==> src/common/pmt_consts.svh <==
`ifndef PMT_CONSTS_SVH
`define PMT_CONSTS_SVH

// ==========================================================
// Register byte offsets
`define PMT_OFF_CONTROL     8'h00
`define PMT_OFF_COUNT       8'h04
`define PMT_OFF_PERIOD      8'h08
`define PMT_OFF_STATUS      8'h0c
`define PMT_OFF_MASK        8'h10
`define PMT_OFF_SLEEP       8'h14

// ==========================================================
// Field positions and reset values
`define PMT_RUN_BIT         2
`define PMT_PRE_LSB         0
`define PMT_POST_LSB        3
`define PMT_CONTROL_RST     8'h00
`define PMT_COUNT_RST       8'h00
`define PMT_PERIOD_RST      8'hff
`define PMT_CONTROL_WMASK   8'h7f

// ==========================================================
// Timing
`define PMT_INSTR_DIV       4

// ==========================================================
// Bus responses
`define PMT_RESP_OKAY       2'b00
`define PMT_RESP_SLVERR     2'b10

`endif

==> src/common/pmt_pkg.sv <==
package pmt_pkg;
  typedef enum logic [1:0] {
    PMT_PRE_1,
    PMT_PRE_4,
    PMT_PRE_16,
    PMT_PRE_64
  } pmt_prescale_t;

  typedef logic [7:0] pmt_byte_t;
endpackage

==> src/hw/pmt_prescaler.sv <==
`include "pmt_consts.svh"

// Instruction clock divider followed by the selectable prescaler
module pmt_prescaler (
  input  wire logic                  aclk,
  input  wire logic                  aresetn,
  input  wire logic                  clear,
  input  wire logic                  run,
  input  wire pmt_pkg::pmt_prescale_t select,
  output logic                       tick
);
  import pmt_pkg::*;

  logic [1:0] instr_div;
  logic [5:0] pre_count;
  logic       instr_tick;
  logic [5:0] pre_last;

  // ==========================================================
  // Instruction clock: one tick every fourth aclk
  assign instr_tick = (instr_div == 2'(`PMT_INSTR_DIV - 1));

  always_ff @(posedge aclk) begin
    if (!aresetn) begin
      instr_div <= 2'h0;
    end else begin
      instr_div <= instr_div + 2'h1;
    end
  end

  // ==========================================================
  // Prescale ratio
  assign pre_last = (select == PMT_PRE_1)  ? 6'h00 :
                    (select == PMT_PRE_4)  ? 6'h03 :
                    (select == PMT_PRE_16) ? 6'h0f : 6'h3f;

  assign tick = run && instr_tick && (pre_count >= pre_last);

  always_ff @(posedge aclk) begin
    if (!aresetn || clear) begin
      pre_count <= 6'h00;
    end else if (run && instr_tick) begin
      pre_count <= (pre_count >= pre_last) ? 6'h00 : pre_count + 6'h01;
    end
  end
endmodule

==> src/hw/pmt_postscaler.sv <==
`include "pmt_consts.svh"

// Counts match pulses, pulses done at the selected terminal count
module pmt_postscaler #(
  parameter int WIDTH = 4
) (
  input  wire logic             aclk,
  input  wire logic             aresetn,
  input  wire logic             clear,
  input  wire logic             match,
  input  wire logic [WIDTH-1:0] select,
  output logic                  done
);
  logic [WIDTH-1:0] post_count;

  assign done = match && (post_count >= select);

  always_ff @(posedge aclk) begin
    if (!aresetn || clear) begin
      post_count <= '0;
    end else if (match) begin
      post_count <= done ? '0 : post_count + WIDTH'(1);
    end
  end
endmodule

==> src/hw/pmt_timer.sv <==
// The AXI4-Lite register port and the register offsets were left to the implementer.
`include "pmt_consts.svh"

// What this block does
// - Timer clocked only from instruction clock
// - Count and period are 8-bit, read/write
// - Count increments from zero per prescaled tick
// - Prescale field selects 1, 4, 16, 64
// - Compare count with period every cycle
// - Match reloads count with zero on next prescaled tick
// - Reset clears count, sets period all ones
// - Count or control write clears both scalers
// - Control write leaves count unchanged
// - Matches drive postscaler setting match flag
// - Postscale ratio is field value plus one
// - Interrupt only when flag and enable set
// - Run bit 2 starts and stops counting
// - Bit 7 reads zero; postscale 6:3, prescale 1:0
// - Unscaled match is the PWM time base
// - Match also offered as SPI shift clock
// - Sleep halts counting, registers kept
module pmt_timer (
  input  wire logic        aclk,
  input  wire logic        aresetn,
  input  wire logic [7:0]  s_axi_awaddr,
  input  wire logic        s_axi_awvalid,
  output logic             s_axi_awready,
  input  wire logic [31:0] s_axi_wdata,
  input  wire logic [3:0]  s_axi_wstrb,
  input  wire logic        s_axi_wvalid,
  output logic             s_axi_wready,
  output logic [1:0]       s_axi_bresp,
  output logic             s_axi_bvalid,
  input  wire logic        s_axi_bready,
  input  wire logic [7:0]  s_axi_araddr,
  input  wire logic        s_axi_arvalid,
  output logic             s_axi_arready,
  output logic [31:0]      s_axi_rdata,
  output logic [1:0]       s_axi_rresp,
  output logic             s_axi_rvalid,
  input  wire logic        s_axi_rready,
  input  wire logic        cpu_sleep,
  output logic             pwm_time_base,
  output logic             spi_shift_clock,
  output logic             irq
);
  import pmt_pkg::*;

  // ==========================================================
  // State
  pmt_byte_t  timer_control;
  pmt_byte_t  timer_count;
  pmt_byte_t  timer_period;
  logic       match_flag;
  logic       match_irq_enable;
  logic       sleep_reg;
  logic       aw_held;
  logic [7:0] aw_addr;
  logic       w_held;
  logic [31:0] w_data;
  logic [3:0] w_strb;

  // ==========================================================
  // Control fields
  logic          timer_run_bit;
  logic [3:0]    postscale_select;
  pmt_prescale_t prescale_select;
  logic          asleep;
  logic          running;

  assign timer_run_bit    = timer_control[`PMT_RUN_BIT];
  assign postscale_select = timer_control[`PMT_POST_LSB +: 4];
  assign prescale_select  = pmt_prescale_t'(timer_control[`PMT_PRE_LSB +: 2]);
  assign asleep           = cpu_sleep || sleep_reg;
  assign running          = timer_run_bit && !asleep;

  // ==========================================================
  // Write channel decode
  logic        do_write;
  logic [7:0]  wr_addr;
  logic [31:0] wr_data;
  logic [3:0]  wr_strb;
  logic        wr_lane0;
  logic        wr_control;
  logic        wr_count;
  logic        wr_period;
  logic        wr_mask;
  logic        wr_sleep;
  logic        wr_mapped;

  function automatic logic addr_hit(input logic [7:0] a, input logic [7:0] off);
    addr_hit = (a[7:2] == off[7:2]);
  endfunction

  assign wr_addr    = aw_held ? aw_addr : s_axi_awaddr;
  assign wr_data    = w_held ? w_data : s_axi_wdata;
  assign wr_strb    = w_held ? w_strb : s_axi_wstrb;
  assign do_write   = (aw_held || s_axi_awvalid) && (w_held || s_axi_wvalid) && !s_axi_bvalid;
  assign wr_lane0   = do_write && wr_strb[0];
  assign wr_control = wr_lane0 && addr_hit(wr_addr, `PMT_OFF_CONTROL);
  assign wr_count   = wr_lane0 && addr_hit(wr_addr, `PMT_OFF_COUNT);
  assign wr_period  = wr_lane0 && addr_hit(wr_addr, `PMT_OFF_PERIOD);
  assign wr_mask    = wr_lane0 && addr_hit(wr_addr, `PMT_OFF_MASK);
  assign wr_sleep   = wr_lane0 && addr_hit(wr_addr, `PMT_OFF_SLEEP);
  assign wr_mapped  = addr_hit(wr_addr, `PMT_OFF_CONTROL) || addr_hit(wr_addr, `PMT_OFF_COUNT) ||
                      addr_hit(wr_addr, `PMT_OFF_PERIOD) || addr_hit(wr_addr, `PMT_OFF_STATUS) ||
                      addr_hit(wr_addr, `PMT_OFF_MASK) || addr_hit(wr_addr, `PMT_OFF_SLEEP);

  assign s_axi_awready = !aw_held && !s_axi_bvalid;
  assign s_axi_wready  = !w_held && !s_axi_bvalid;

  // Address and data may arrive in either order; hold the early one
  always_ff @(posedge aclk) begin
    if (!aresetn || do_write) begin
      aw_held <= 1'b0;
    end else if (s_axi_awvalid && s_axi_awready) begin
      aw_held <= 1'b1;
    end
  end

  always_ff @(posedge aclk) begin
    if (!aresetn || do_write) begin
      w_held <= 1'b0;
    end else if (s_axi_wvalid && s_axi_wready) begin
      w_held <= 1'b1;
    end
  end

  always_ff @(posedge aclk) begin
    if (!aresetn) begin
      aw_addr <= 8'h00;
      w_data  <= 32'h0000_0000;
      w_strb  <= 4'h0;
    end else begin
      if (s_axi_awvalid && s_axi_awready) aw_addr <= s_axi_awaddr;
      if (s_axi_wvalid && s_axi_wready) begin
        w_data <= s_axi_wdata;
        w_strb <= s_axi_wstrb;
      end
    end
  end

  always_ff @(posedge aclk) begin
    if (!aresetn) begin
      s_axi_bvalid <= 1'b0;
      s_axi_bresp  <= `PMT_RESP_OKAY;
    end else if (do_write) begin
      s_axi_bvalid <= 1'b1;
      s_axi_bresp  <= wr_mapped ? `PMT_RESP_OKAY : `PMT_RESP_SLVERR;
    end else if (s_axi_bready) begin
      s_axi_bvalid <= 1'b0;
    end
  end

  // ==========================================================
  // Timer core
  logic tick;
  logic match;
  logic scaler_clear;
  logic post_done;

  assign scaler_clear = wr_count || wr_control;
  assign match        = (timer_count == timer_period);
  assign pwm_time_base   = match;
  assign spi_shift_clock = match;

  pmt_prescaler u_prescaler (
    .aclk    (aclk),
    .aresetn (aresetn),
    .clear   (scaler_clear),
    .run     (running),
    .select  (prescale_select),
    .tick    (tick)
  );

  // Match counted once per tick, so a held count is not counted twice
  logic match_event;
  assign match_event = match && tick;

  pmt_postscaler #(.WIDTH(4)) u_postscaler (
    .aclk    (aclk),
    .aresetn (aresetn),
    .clear   (scaler_clear),
    .match   (match_event),
    .select  (postscale_select),
    .done    (post_done)
  );

  always_ff @(posedge aclk) begin
    if (!aresetn) begin
      timer_control <= `PMT_CONTROL_RST;
    end else if (wr_control) begin
      timer_control <= wr_data[7:0] & `PMT_CONTROL_WMASK;
    end
  end

  // Control write does not touch the count
  always_ff @(posedge aclk) begin
    if (!aresetn) begin
      timer_count <= `PMT_COUNT_RST;
    end else if (wr_count) begin
      timer_count <= wr_data[7:0];
    end else if (tick) begin
      timer_count <= match ? 8'h00 : timer_count + 8'h01;
    end
  end

  always_ff @(posedge aclk) begin
    if (!aresetn) begin
      timer_period <= `PMT_PERIOD_RST;
    end else if (wr_period && !asleep) begin
      timer_period <= wr_data[7:0];
    end
  end

  always_ff @(posedge aclk) begin
    if (!aresetn) begin
      match_irq_enable <= 1'b0;
      sleep_reg        <= 1'b0;
    end else begin
      if (wr_mask) match_irq_enable <= wr_data[0];
      if (wr_sleep) sleep_reg <= wr_data[0];
    end
  end

  // ==========================================================
  // Read channel
  logic rd_take;
  logic rd_status;
  logic [31:0] rd_value;
  logic rd_mapped;

  assign s_axi_arready = !s_axi_rvalid;
  assign rd_take       = s_axi_arvalid && s_axi_arready;
  assign rd_status     = rd_take && addr_hit(s_axi_araddr, `PMT_OFF_STATUS);

  assign rd_mapped = addr_hit(s_axi_araddr, `PMT_OFF_CONTROL) || addr_hit(s_axi_araddr, `PMT_OFF_COUNT) ||
                     addr_hit(s_axi_araddr, `PMT_OFF_PERIOD) || addr_hit(s_axi_araddr, `PMT_OFF_STATUS) ||
                     addr_hit(s_axi_araddr, `PMT_OFF_MASK) || addr_hit(s_axi_araddr, `PMT_OFF_SLEEP);

  assign rd_value = addr_hit(s_axi_araddr, `PMT_OFF_CONTROL) ? {24'h0, timer_control} :
                    addr_hit(s_axi_araddr, `PMT_OFF_COUNT)   ? {24'h0, timer_count} :
                    addr_hit(s_axi_araddr, `PMT_OFF_PERIOD)  ? {24'h0, timer_period} :
                    addr_hit(s_axi_araddr, `PMT_OFF_STATUS)  ? {31'h0, match_flag} :
                    addr_hit(s_axi_araddr, `PMT_OFF_MASK)    ? {31'h0, match_irq_enable} :
                    addr_hit(s_axi_araddr, `PMT_OFF_SLEEP)   ? {31'h0, sleep_reg} : 32'h0000_0000;

  always_ff @(posedge aclk) begin
    if (!aresetn) begin
      s_axi_rvalid <= 1'b0;
      s_axi_rdata  <= 32'h0000_0000;
      s_axi_rresp  <= `PMT_RESP_OKAY;
    end else if (rd_take) begin
      s_axi_rvalid <= 1'b1;
      s_axi_rdata  <= rd_value;
      s_axi_rresp  <= rd_mapped ? `PMT_RESP_OKAY : `PMT_RESP_SLVERR;
    end else if (s_axi_rready) begin
      s_axi_rvalid <= 1'b0;
    end
  end

  // ==========================================================
  // Match flag: set wins over the read clear
  always_ff @(posedge aclk) begin
    if (!aresetn) begin
      match_flag <= 1'b0;
    end else if (post_done) begin
      match_flag <= 1'b1;
    end else if (rd_status) begin
      match_flag <= 1'b0;
    end
  end

  assign irq = match_flag && match_irq_enable;
endmodule

==> config.mk <==
export PLATFORM = sky130hd
export DESIGN_NAME = pmt_timer
export DESIGN_NICKNAME = d
export VERILOG_FILES = /design/src/common/pmt_pkg.sv /design/src/hw/pmt_prescaler.sv /design/src/hw/pmt_postscaler.sv /design/src/hw/pmt_timer.sv
export VERILOG_INCLUDE_DIRS = /design/src /design/src/common
export SDC_FILE = /design/constraint.sdc
export NUM_CORES = 1
export LEC_CHECK = 0
export ABC_AREA = 0
export BUFFER_PORTS_ARGS = -buffer_cell sky130_fd_sc_hd__buf_2
export CORE_UTILIZATION = 43
export CTS_BUF_LIST = sky130_fd_sc_hd__clkbuf_8
export CTS_CLUSTER_DIAMETER = 50
export CTS_CLUSTER_SIZE = 10
export DETAILED_ROUTE_END_ITERATION = 8
export GPL_ROUTABILITY_DRIVEN = 1
export MAX_ROUTING_LAYER = met4
export PLACE_DENSITY = 0.8
export SLEW_MARGIN = 5
export SYNTH_ARGS = -nofsm -noshare
export SYNTH_HDL_FRONTEND = slang
export SYNTH_SLANG_ARGS = --single-unit
==> constraint.sdc <==
create_clock -name aclk -period 2.2 [get_ports aclk]
set_input_delay 0.33 -clock aclk [delete_from_list [all_inputs] [get_ports aclk]]
set_output_delay 0.33 -clock aclk [all_outputs]
set_load 0.01 [all_outputs]
==> results of run 1 <==
-- cell usage in the layout (no fill, tap or decap), types with 10 or more instances in the layout --
| cell | netlist | layout |
|---|---|---|
| dfxtp_1 | 67 | 66 |
| o21ai_0 | 25 | 23 |
| buf_4 | 27 | 20 |
| conb_1 | 1 | 26 |
| nor2_1 | 37 | 36 |
| buf_2 | 1 | 46 |
| mux2i_1 | 33 | 32 |
| nor2b_1 | 21 | 21 |
| inv_1 | 14 | 16 |
| ha_1 | 14 | 13 |
| nand2_1 | 49 | 48 |
| clkbuf_8 | 0 | 11 |
| mux2_2 | 10 | 10 |
| a21oi_1 | 31 | 30 |
-- layout make-up --
| type | instances | area [um2] |
|---|---|---|
| Inverter | 15 | 56.3 |
| Fill cell | 752 | 3970 |
| Clock buffer | 11 | 151 |
| Multi-Input combinational cell | 334 | 2150 |
| Tap cell | 105 | 131 |
| Clock inverter | 4 | 42.5 |
| Sequential cell | 67 | 1350 |
| Timing Repair Buffer | 68 | 412 |
-- worst max-delay path, delay by kind of cell, from the launching register on --
kind	cells	cell delay, ps
simple gates	4	1110
flops	1	360
compound gates	1	320
mux	1	180
buf+inv	1	170
-- path summary, 6_finish.rpt --
path | slack (ps) | end | depth (start not counted) | startpoint
max | -60 | timer_period[2] | 7 | aw_held
min | 220 | w_data[4] | 3 | s_axi_wdata[4]
max reg2reg | -60 | timer_period[2] | 7 | aw_held
min reg2reg | 430 | u_prescaler.instr_div[0] | 1 | u_prescaler.instr_div[0]
-- synth_stat cells (2+ instances only) --
| library cell | instances |
|---|---|
| a21oi_1 | 31 |
| buf_4 | 27 |
| nand2b_1 | 4 |
| buf_1 | 2 |
| or2_2 | 2 |
| nand4_1 | 7 |
| xor2_1 | 6 |
| nand2_1 | 49 |
| nand3_1 | 7 |
| nor3_1 | 4 |
| and3_1 | 6 |
| buf_6 | 2 |
| mux2_2 | 10 |
| dfxtp_1 | 67 |
| mux2i_1 | 33 |
| a31oi_1 | 5 |
| xnor2_1 | 9 |
| clkbuf_1 | 13 |
| nor2_1 | 37 |
| o21ai_0 | 25 |
| ha_1 | 14 |
| o31ai_1 | 2 |
| inv_1 | 14 |
| nor2b_1 | 21 |
| a22oi_1 | 8 |
| a21o_1 | 2 |
| and2_1 | 8 |
-- metrics by stage --
stage | setup TNS (ps) | power (mW) | util [%]
floorplan | -510 | 1.56 | -
global placement | -2360 | 1.62 | 48.6
detailed placement | -3400 | 1.64 | 48.6
CTS | -272 | 2.65 | 51.4
global route | -1080 | 2.76 | 52.0
finish | -218 | 2.66 | 52.0
-- layer usage --
layer	vias up	global-route usage [%]	wire length [um]
li1	1558	-	-
met1	1544	24.2	3870
met2	108	36.6	4350
met3	19	4.91	438
met4	0	8.46	193
met5	-	-	0
-- what timing repair did --
action | 4_1_cts | 5_1_grt
resized for setup | 6 | 9
endpoints found under the setup margin | 15 | 33
setup buffers | 2 | 2
cloned | 0 | 0
pin swaps | 1 | 3
-- kinds of logic after synthesis --
family,count (synthesis),share of synthesized area [%]
buffers and inverters,60,9.30
XOR/XNOR,15,3.56
adder cells (fa/ha/maj),14,4.75
multiplexers,43,12.0
other,1,0.102
AND/OR/NAND/NOR,155,20.6
AO/OA/AOI/OAI,81,13.3
flip-flops,67,36.4
-- where the power goes --
group / internal (mW) / switching (mW) / leakage (nW)
Combinational: 0.145 / 0.208 / 1.15
Sequential: 1.25 / 0.0253 / 0.545
Clock: 0.569 / 0.461 / 0.108
Total: 1.96 / 0.694 / 1.81
==> run metrics, run 1 <==
crit path kind=register to register; leak pwr=between 1.5 and 2 nW; crit end category=register; Relative slew margins=65.8%; CTS buffer count=9; CTS sink cnt=67; Port Buffers=46; 1st-iter DRT viols=~160; Worst setup SP type=register; worst skew pair latency=around 350 ps; vias in the first global route=between 3k and 4k; max-slew violation count=0; post-synthesis cell type count=48; drt wl/cell=about 15 um; measured slew at the worst slew-check pin=510 ps; Yosys warning count=0; min cycle time layout=~2300 ps; worst vdd ir=slightly below 0.3 mV; die height=between 90 and 100 um; period utilisation layout=103%; cts hold-fix bufs=0; Post-Place Setup Slack=-315 ps; CP cell instances=or3b_4, a2111oi_4, nand3_1, or4_1, buf_6, mux2i_1, nand2_1; Post-DP HPWL=6540 um; CTS tree=built; I/O Pins=104; Final Cell Area=~4300 um2; ys async rst share=0%; drt drc=0; fmax=442 MHz; worst setup margin=-60.6 ps; synthesized area per cell=around 8.5 um2; run status=complete, but fails checks; DRT antenna net count=0; CP peak stage delay=approximately 500 ps; die area=a little under 9000 um2; final wirelength=a little under 9000 um; Synth Register Bits=between 60 and 70; first-pass GRT wire length=between 10000 and 15000 um; Crit Path Max Fanout=8; clock slew at reported path FFs=about 70 ps; nets=~570; WP data required=2430 ps; final setup fails=8; post-synthesis sequential area ratio=36.4%; fraction of layout cells with a size suffix above 1=a little over a fifth; Critical Path Slowest Stage Cell=or4_1; CP arrival=about 2500 ps; GRT Overall Usage=around 21%; share of Yosys cell area claimed by the top area cell type=36.4%; Worst Clk Skew=slightly below 5 ps; area post-placement=between 4000 and 5000 um2; Post-synth top flop=dfxtp_1; Cells after Synth=approximately 440; drt pass-1 iters=4; Starting Density=44.6%; gp weighted congestion=between 0.9 and 1; Overflow after GRT=0; htree depth=3; max_cap viols=0; failing checks=setup timing; Final Hold Fails=0; Die X=94.6 um; Vias=roughly 3.2k; Synth area leader=dfxtp_1; top post-synthesis cells by area=dfxtp_1 (36%), mux2i_1 (9.0%), buf_4 (5.5%); placed insts=approximately 600; Post-synth EDFFs=0; largest net degree at the start of global routing=24; Hold Crit Class=input port to register; Antenna Cells=0; synthesized cell area=approximately 3700 um2; vias per inst=5.35; synthesis-to-finish area growth=16.4%; pwr dens=620 nW/um2; Core Region=just over 8000 um2; Fin Hold WS=219 ps; Max clock buf depth=2; Clock Tree Root=clkbuf_8; Rows=33; RSZ-0062 raised after global routing=yes; Final Instance Count excl. Fillers=just over 600; initial antenna violation count=0
Power figures use the tool's default switching activity.
==> run 2, diff against run 1 <==
==> constraint.sdc (replaced) <==
create_clock -name aclk -period 2.2 [get_ports aclk]
set_input_delay 0.44 -clock aclk [delete_from_list [all_inputs] [get_ports aclk]]
set_output_delay 0.44 -clock aclk [all_outputs]
set_load 0.01 [all_outputs]
==> run metrics, run 2 (synthesis gave the netlist of run 1 again) <==
commonest cells after routing, fill and taps aside=dfxtp_1 (66), buf_2 (46), nand2_1 (45) (was dfxtp_1 (66), nand2_1 (48), buf_2 (46)); Overflow after GRT=0 (unchanged); fmax=440 MHz (was 442 MHz); crit end category=register (unchanged); CTS tree=built (unchanged); final setup fails=8 (unchanged); synthesis-to-finish area growth=16.9% (was 16.4%); period utilisation layout=103% (about the same); Final Hold Fails=0 (unchanged); CP arrival=2490 ps (about the same); drt wl/cell=14.1 um (was 14.7 um); CTS buffer count=9 (unchanged); met3 usage=4.91% (unchanged); GR peak layer=met2 (unchanged); cts hold-fix bufs=0 (unchanged); Crit Path Max Fanout=8 (unchanged); vias per inst=5.17 (was 5.35); DRT antenna net count=0 (unchanged); max-slew violation count=0 (unchanged); 1st-iter DRT viols=168 (was 159); largest net degree at the start of global routing=39 (was 24); drt pass-1 iters=5 (was 4); Worst setup SP type=register (unchanged); htree depth=3 (unchanged); min cycle time layout=2270 ps (was 2260 ps); gp weighted congestion=0.842 (was 0.905); I/O Pins=104 (unchanged); vias in the first global route=3050 (was 3070); initial antenna violation count=0 (unchanged); worst setup margin=-71.9 ps (was -60.6 ps); pwr dens=585 nW/um2 (was 620 nW/um2); Post-Place Setup Slack=-254 ps (was -315 ps); global routing usage on met2=35.3% (was 36.6%); Core Region=8260 um2 (unchanged); GRT Overall Usage=21.1% (was 21.4%); max_cap viols=0 (unchanged); first-pass GRT wire length=14200 um (about the same); Clock Tree Root=clkbuf_8 (unchanged); worst vdd ir=0.309 mV (was 0.297 mV); Port Buffers=46 (unchanged); Post-DP HPWL=6190 um (was 6540 um); WP data required=2420 ps (was 2430 ps); run status=complete, but fails checks (unchanged); placed insts=588 (was 586); failing checks=setup timing (unchanged); clock slew at reported path FFs=70 ps (about the same); Fill cells=749 (was 752); Worst Clk Skew=4.93 ps (was 4.86 ps); Die X=94.6 um (unchanged); Max clock buf depth=2 (unchanged); Rows=33 (unchanged); CTS sink cnt=67 (unchanged); Vias=3131 (was 3229); drt drc=0 (unchanged); leading cell type in the layout, fill and taps excluded=dfxtp_1 (unchanged); Starting Density=44.6% (unchanged); die area=8950 um2 (unchanged); fraction of layout cells with a size suffix above 1=22.8% (was 21.4%); Hold Crit Class=input port to register (unchanged); leak pwr=1.82 nW (was 1.81 nW); Final Instance Count excl. Fillers=606 (was 604); worst skew pair latency=340 ps (was 350 ps); nets=570 (was 569); grt met1 use=25.1% (was 24.2%); crit path kind=register to register (unchanged); RSZ-0062 raised after global routing=yes (unchanged); final wirelength=8520 um (was 8860 um); Antenna Cells=0 (unchanged); die height=94.6 um (unchanged)
[run 2: changes by cell type in the layout (fill, tap and decap cells not counted), moves of 2 or more]
cell	before	now
o21ai_1	2	0
nand2_2	1	4
nand2_1	48	45
buf_4	20	22
[run 2: per-stage QoR]
step / util (%) / instance area [um2] / total power [mW] / setup TNS (ps) / hold slack, ps
2_1_floorplan: - / 3780 / 1.56 / -912 / 399
5_1_grt: 52.2 / 4310 / 2.65 / -1820 / 330
3_3_place_gp: 48.8 / 4030 / 1.63 / -2680 / 410
6_report: 52.2 / 4310 / 2.52 / -487 / 334
3_5_place_dp: 48.8 / 4030 / 1.64 / -3130 / 417
4_1_cts: 51.2 / 4230 / 2.53 / -152 / 328
[run 2: layout make-up]
type	count	area, um2	share of cell area, %
Multi-Input combinational cell	334	2190	50.8
Sequential cell	67	1340	31.2
Timing Repair Buffer	69	415	9.64
Clock buffer	11	151	3.51
Tap cell	105	131	3.05
Inverter	15	56.3	1.31
Clock inverter	5	21.3	0.494
[run 2: where the power goes]
part / switching (mW) / total, mW / internal (mW) / leakage, nW
Sequential: 0.0249 / 1.28 / 1.25 / 0.545
Clock: 0.438 / 0.892 / 0.454 / 0.103
Combinational: 0.206 / 0.350 / 0.144 / 1.17
[run 2: repair_timing]
action | 4_1_cts | 5_1_grt
gates resized for setup | 4 | 16
setup buffers | 2 | 3
pin swaps | 2 | 7
endpoints found under the setup margin | 19 | 33
[run 2: path summary, 6_finish.rpt]
| path | start | endpoint | slack [ps] | cells after the start |
|---|---|---|---|---|
| max | aw_held | timer_period[5] | -70 | 6 |
| min reg2reg | u_prescaler.instr_div[0] | u_prescaler.instr_div[0] | 420 | 1 |
| min | s_axi_arvalid | s_axi_rvalid | 330 | 2 |
| max reg2reg | aw_held | timer_period[5] | -70 | 6 |
[run 2: per-layer routing]
layer	share of wire (%)	up-vias	wire (um)
met5	0	-	0
met4	0.92	0	78
met3	5.1	7	431
met2	49	103	4200
met1	45	1459	3810
li1	-	1562	-
[run 2: worst max-delay path, stage by stage (launching register included)]
cell and delay [ps]:
dfxtp_2 340, or3b_4 390, a2111oi_4 390, nand3_1 150
or4_4 620, mux2i_1 190, nand2_1 60
==> run 3, diff against run 2 <==
- PLACE_DENSITY: 0.8 -> 0.77
- clock period: 2.2 -> 2.4 ns (I/O delays scaled with it)
==> run metrics, run 3 (synthesis gave the netlist of run 1 again) <==
Worst setup SP type=register (unchanged); CP peak stage delay=520 ps (was 620 ps); RSZ-0062 raised after global routing=no (was yes); run status=completed (was complete, but fails checks); first-pass GRT wire length=13700 um (was 14200 um); drt wl/cell=13.7 um (was 14.1 um); WP data required=2600 ps (was 2420 ps); worst skew pair latency=330 ps (was 340 ps); drt pass-1 iters=4 (was 5); commonest cells after routing, fill and taps aside=dfxtp_1 (66), nand2_1 (49), buf_2 (46) (was dfxtp_1 (66), buf_2 (46), nand2_1 (45)); Max clock buf depth=2 (unchanged); max_cap viols=0 (unchanged); Post-DP HPWL=6240 um (was 6190 um); Final Hold Fails=0 (unchanged); crit path kind=register to register (unchanged); fraction of layout cells with a size suffix above 1=18.8% (was 22.8%); htree depth=3 (unchanged); CTS buffer count=9 (unchanged); Fin Hold WS=389 ps (was 334 ps); Rows=33 (unchanged); die height=94.6 um (unchanged); post-CTS setup buffers=0 (was 2); Cells on Worst Hold Path=3 (was 2); Critical Path Slowest Stage Cell=or4_1 (was or4_4); synthesis-to-finish area growth=13.8% (was 16.9%); Crit Path Max Fanout=8 (unchanged); final wirelength=8210 um (was 8520 um); largest net degree at the start of global routing=27 (was 39); clock slew at reported path FFs=70 ps (about the same); Overflow after GRT=0 (unchanged); vias in the first global route=2926 (was 3050); nets=564 (was 570); crit end category=register (unchanged); Worst Clk Skew=6.50 ps (was 4.93 ps); pwr dens=566 nW/um2 (was 585 nW/um2); DRT antenna net count=0 (unchanged); Port Buffers=46 (unchanged); CTS sink cnt=67 (unchanged); vias per inst=5.19 (was 5.17); Core Region=8260 um2 (unchanged); drt drc=0 (unchanged); Final Instance Count excl. Fillers=600 (was 606); die area=8950 um2 (unchanged); Vias=3111 (was 3131); fmax=439 MHz (was 440 MHz); initial antenna violation count=0 (unchanged); CP arrival=2480 ps (was 2490 ps); I/O Pins=104 (unchanged); leading cell type in the layout, fill and taps excluded=dfxtp_1 (unchanged); R2R cell count=7 (was 6); leak pwr=1.79 nW (was 1.82 nW); CTS tree=built (unchanged); Clock Tree Root=clkbuf_8 (unchanged); worst vdd ir=0.303 mV (was 0.309 mV); 1st-iter DRT viols=149 (was 168); final setup fails=0 (was 8); Starting Density=44.6% (unchanged); placed insts=584 (was 588); Hold Crit Class=input port to register (unchanged); period utilisation layout=95.0% (was 103%); Final Cell Area=4200 um2 (was 4310 um2); max-slew violation count=0 (unchanged); area post-placement=4000 um2 (was 4030 um2); GRT Overall Usage=20.3% (was 21.1%); CP cell instances=or3_4, a2111oi_4, nand3_1, or4_1, buf_6, mux2i_1, nand2_1 (was or3b_4, a2111oi_4, nand3_1, or4_4, mux2i_1, nand2_1); min cycle time layout=2280 ps (was 2270 ps); gp weighted congestion=0.855 (was 0.842); Die X=94.6 um (unchanged); Antenna Cells=0 (unchanged)
## run 3: changes by cell type in the layout (fill, tap and decap cells not counted), moves of 2 or more
cell / before / now
buf_4: 22 / 15
ha_4: 2 / 0
nand2_2: 4 / 0
ha_1: 12 / 14
nand2_1: 45 / 49
## run 3: cell type report
cell class,count,area (um2)
Clock buffer,10,138
Clock inverter,6,50.0
Fill cell,775,4060
Inverter,15,56.3
Multi-Input combinational cell,334,2100
Sequential cell,67,1340
Tap cell,105,131
Timing Repair Buffer,63,374
## run 3: repair_timing
item | CTS | global route
setup endpoints to repair | 0 | 12
resized for setup | 0 | 5
hold buffers | 0 | 0
## run 3: worst paths after layout
check	from	end	slack, ps
min	s_axi_wdata[4]	w_data[4]	390
min reg2reg	u_prescaler.instr_div[0]	u_prescaler.instr_div[0]	450
max	aw_held	timer_period[2]	120
max reg2reg	aw_held	timer_period[2]	120
## run 3: power breakdown
| part | switching [mW] | total [mW] | internal [mW] |
|---|---|---|---|
| Sequential | 0.0237 | 1.17 | 1.15 |
| Clock | 0.404 | 0.896 | 0.492 |
| Combinational | 0.181 | 0.309 | 0.128 |
| Total | 0.609 | 2.38 | 1.77 |
## run 3: metal layers
metal | routed length [um] | track usage, % | vias to the layer above
li1 | - | - | 1555
met1 | 3790 | 24.8 | 1446
met2 | 3890 | 33.4 | 92
met3 | 351 | 2.98 | 18
met4 | 180 | 8.46 | 0
met5 | 0 | - | -
## run 3: critical path, delay by kind of cell, from the launching register on
| family | cells | cell delay (ps) |
|---|---|---|
| flip-flops | 1 | 340 |
| AND/OR/NAND/NOR | 4 | 1130 |
| multiplexers | 1 | 150 |
| buffers and inverters | 1 | 170 |
| AO/OA/AOI/OAI | 1 | 370 |
## run 3: metrics by stage
stage          worst slack, ps  setup TNS (ps)  util (%)  total power, mW
2_1_floorplan             29.1               0         -             1.43
3_3_place_gp             -95.8            -681      48.4             1.49
3_5_place_dp              -178           -1210      48.4             1.50
4_1_cts                   19.9               0      50.7             2.39
5_1_grt                  0.132               0      50.8             2.48
6_report                   120               0      50.8             2.38
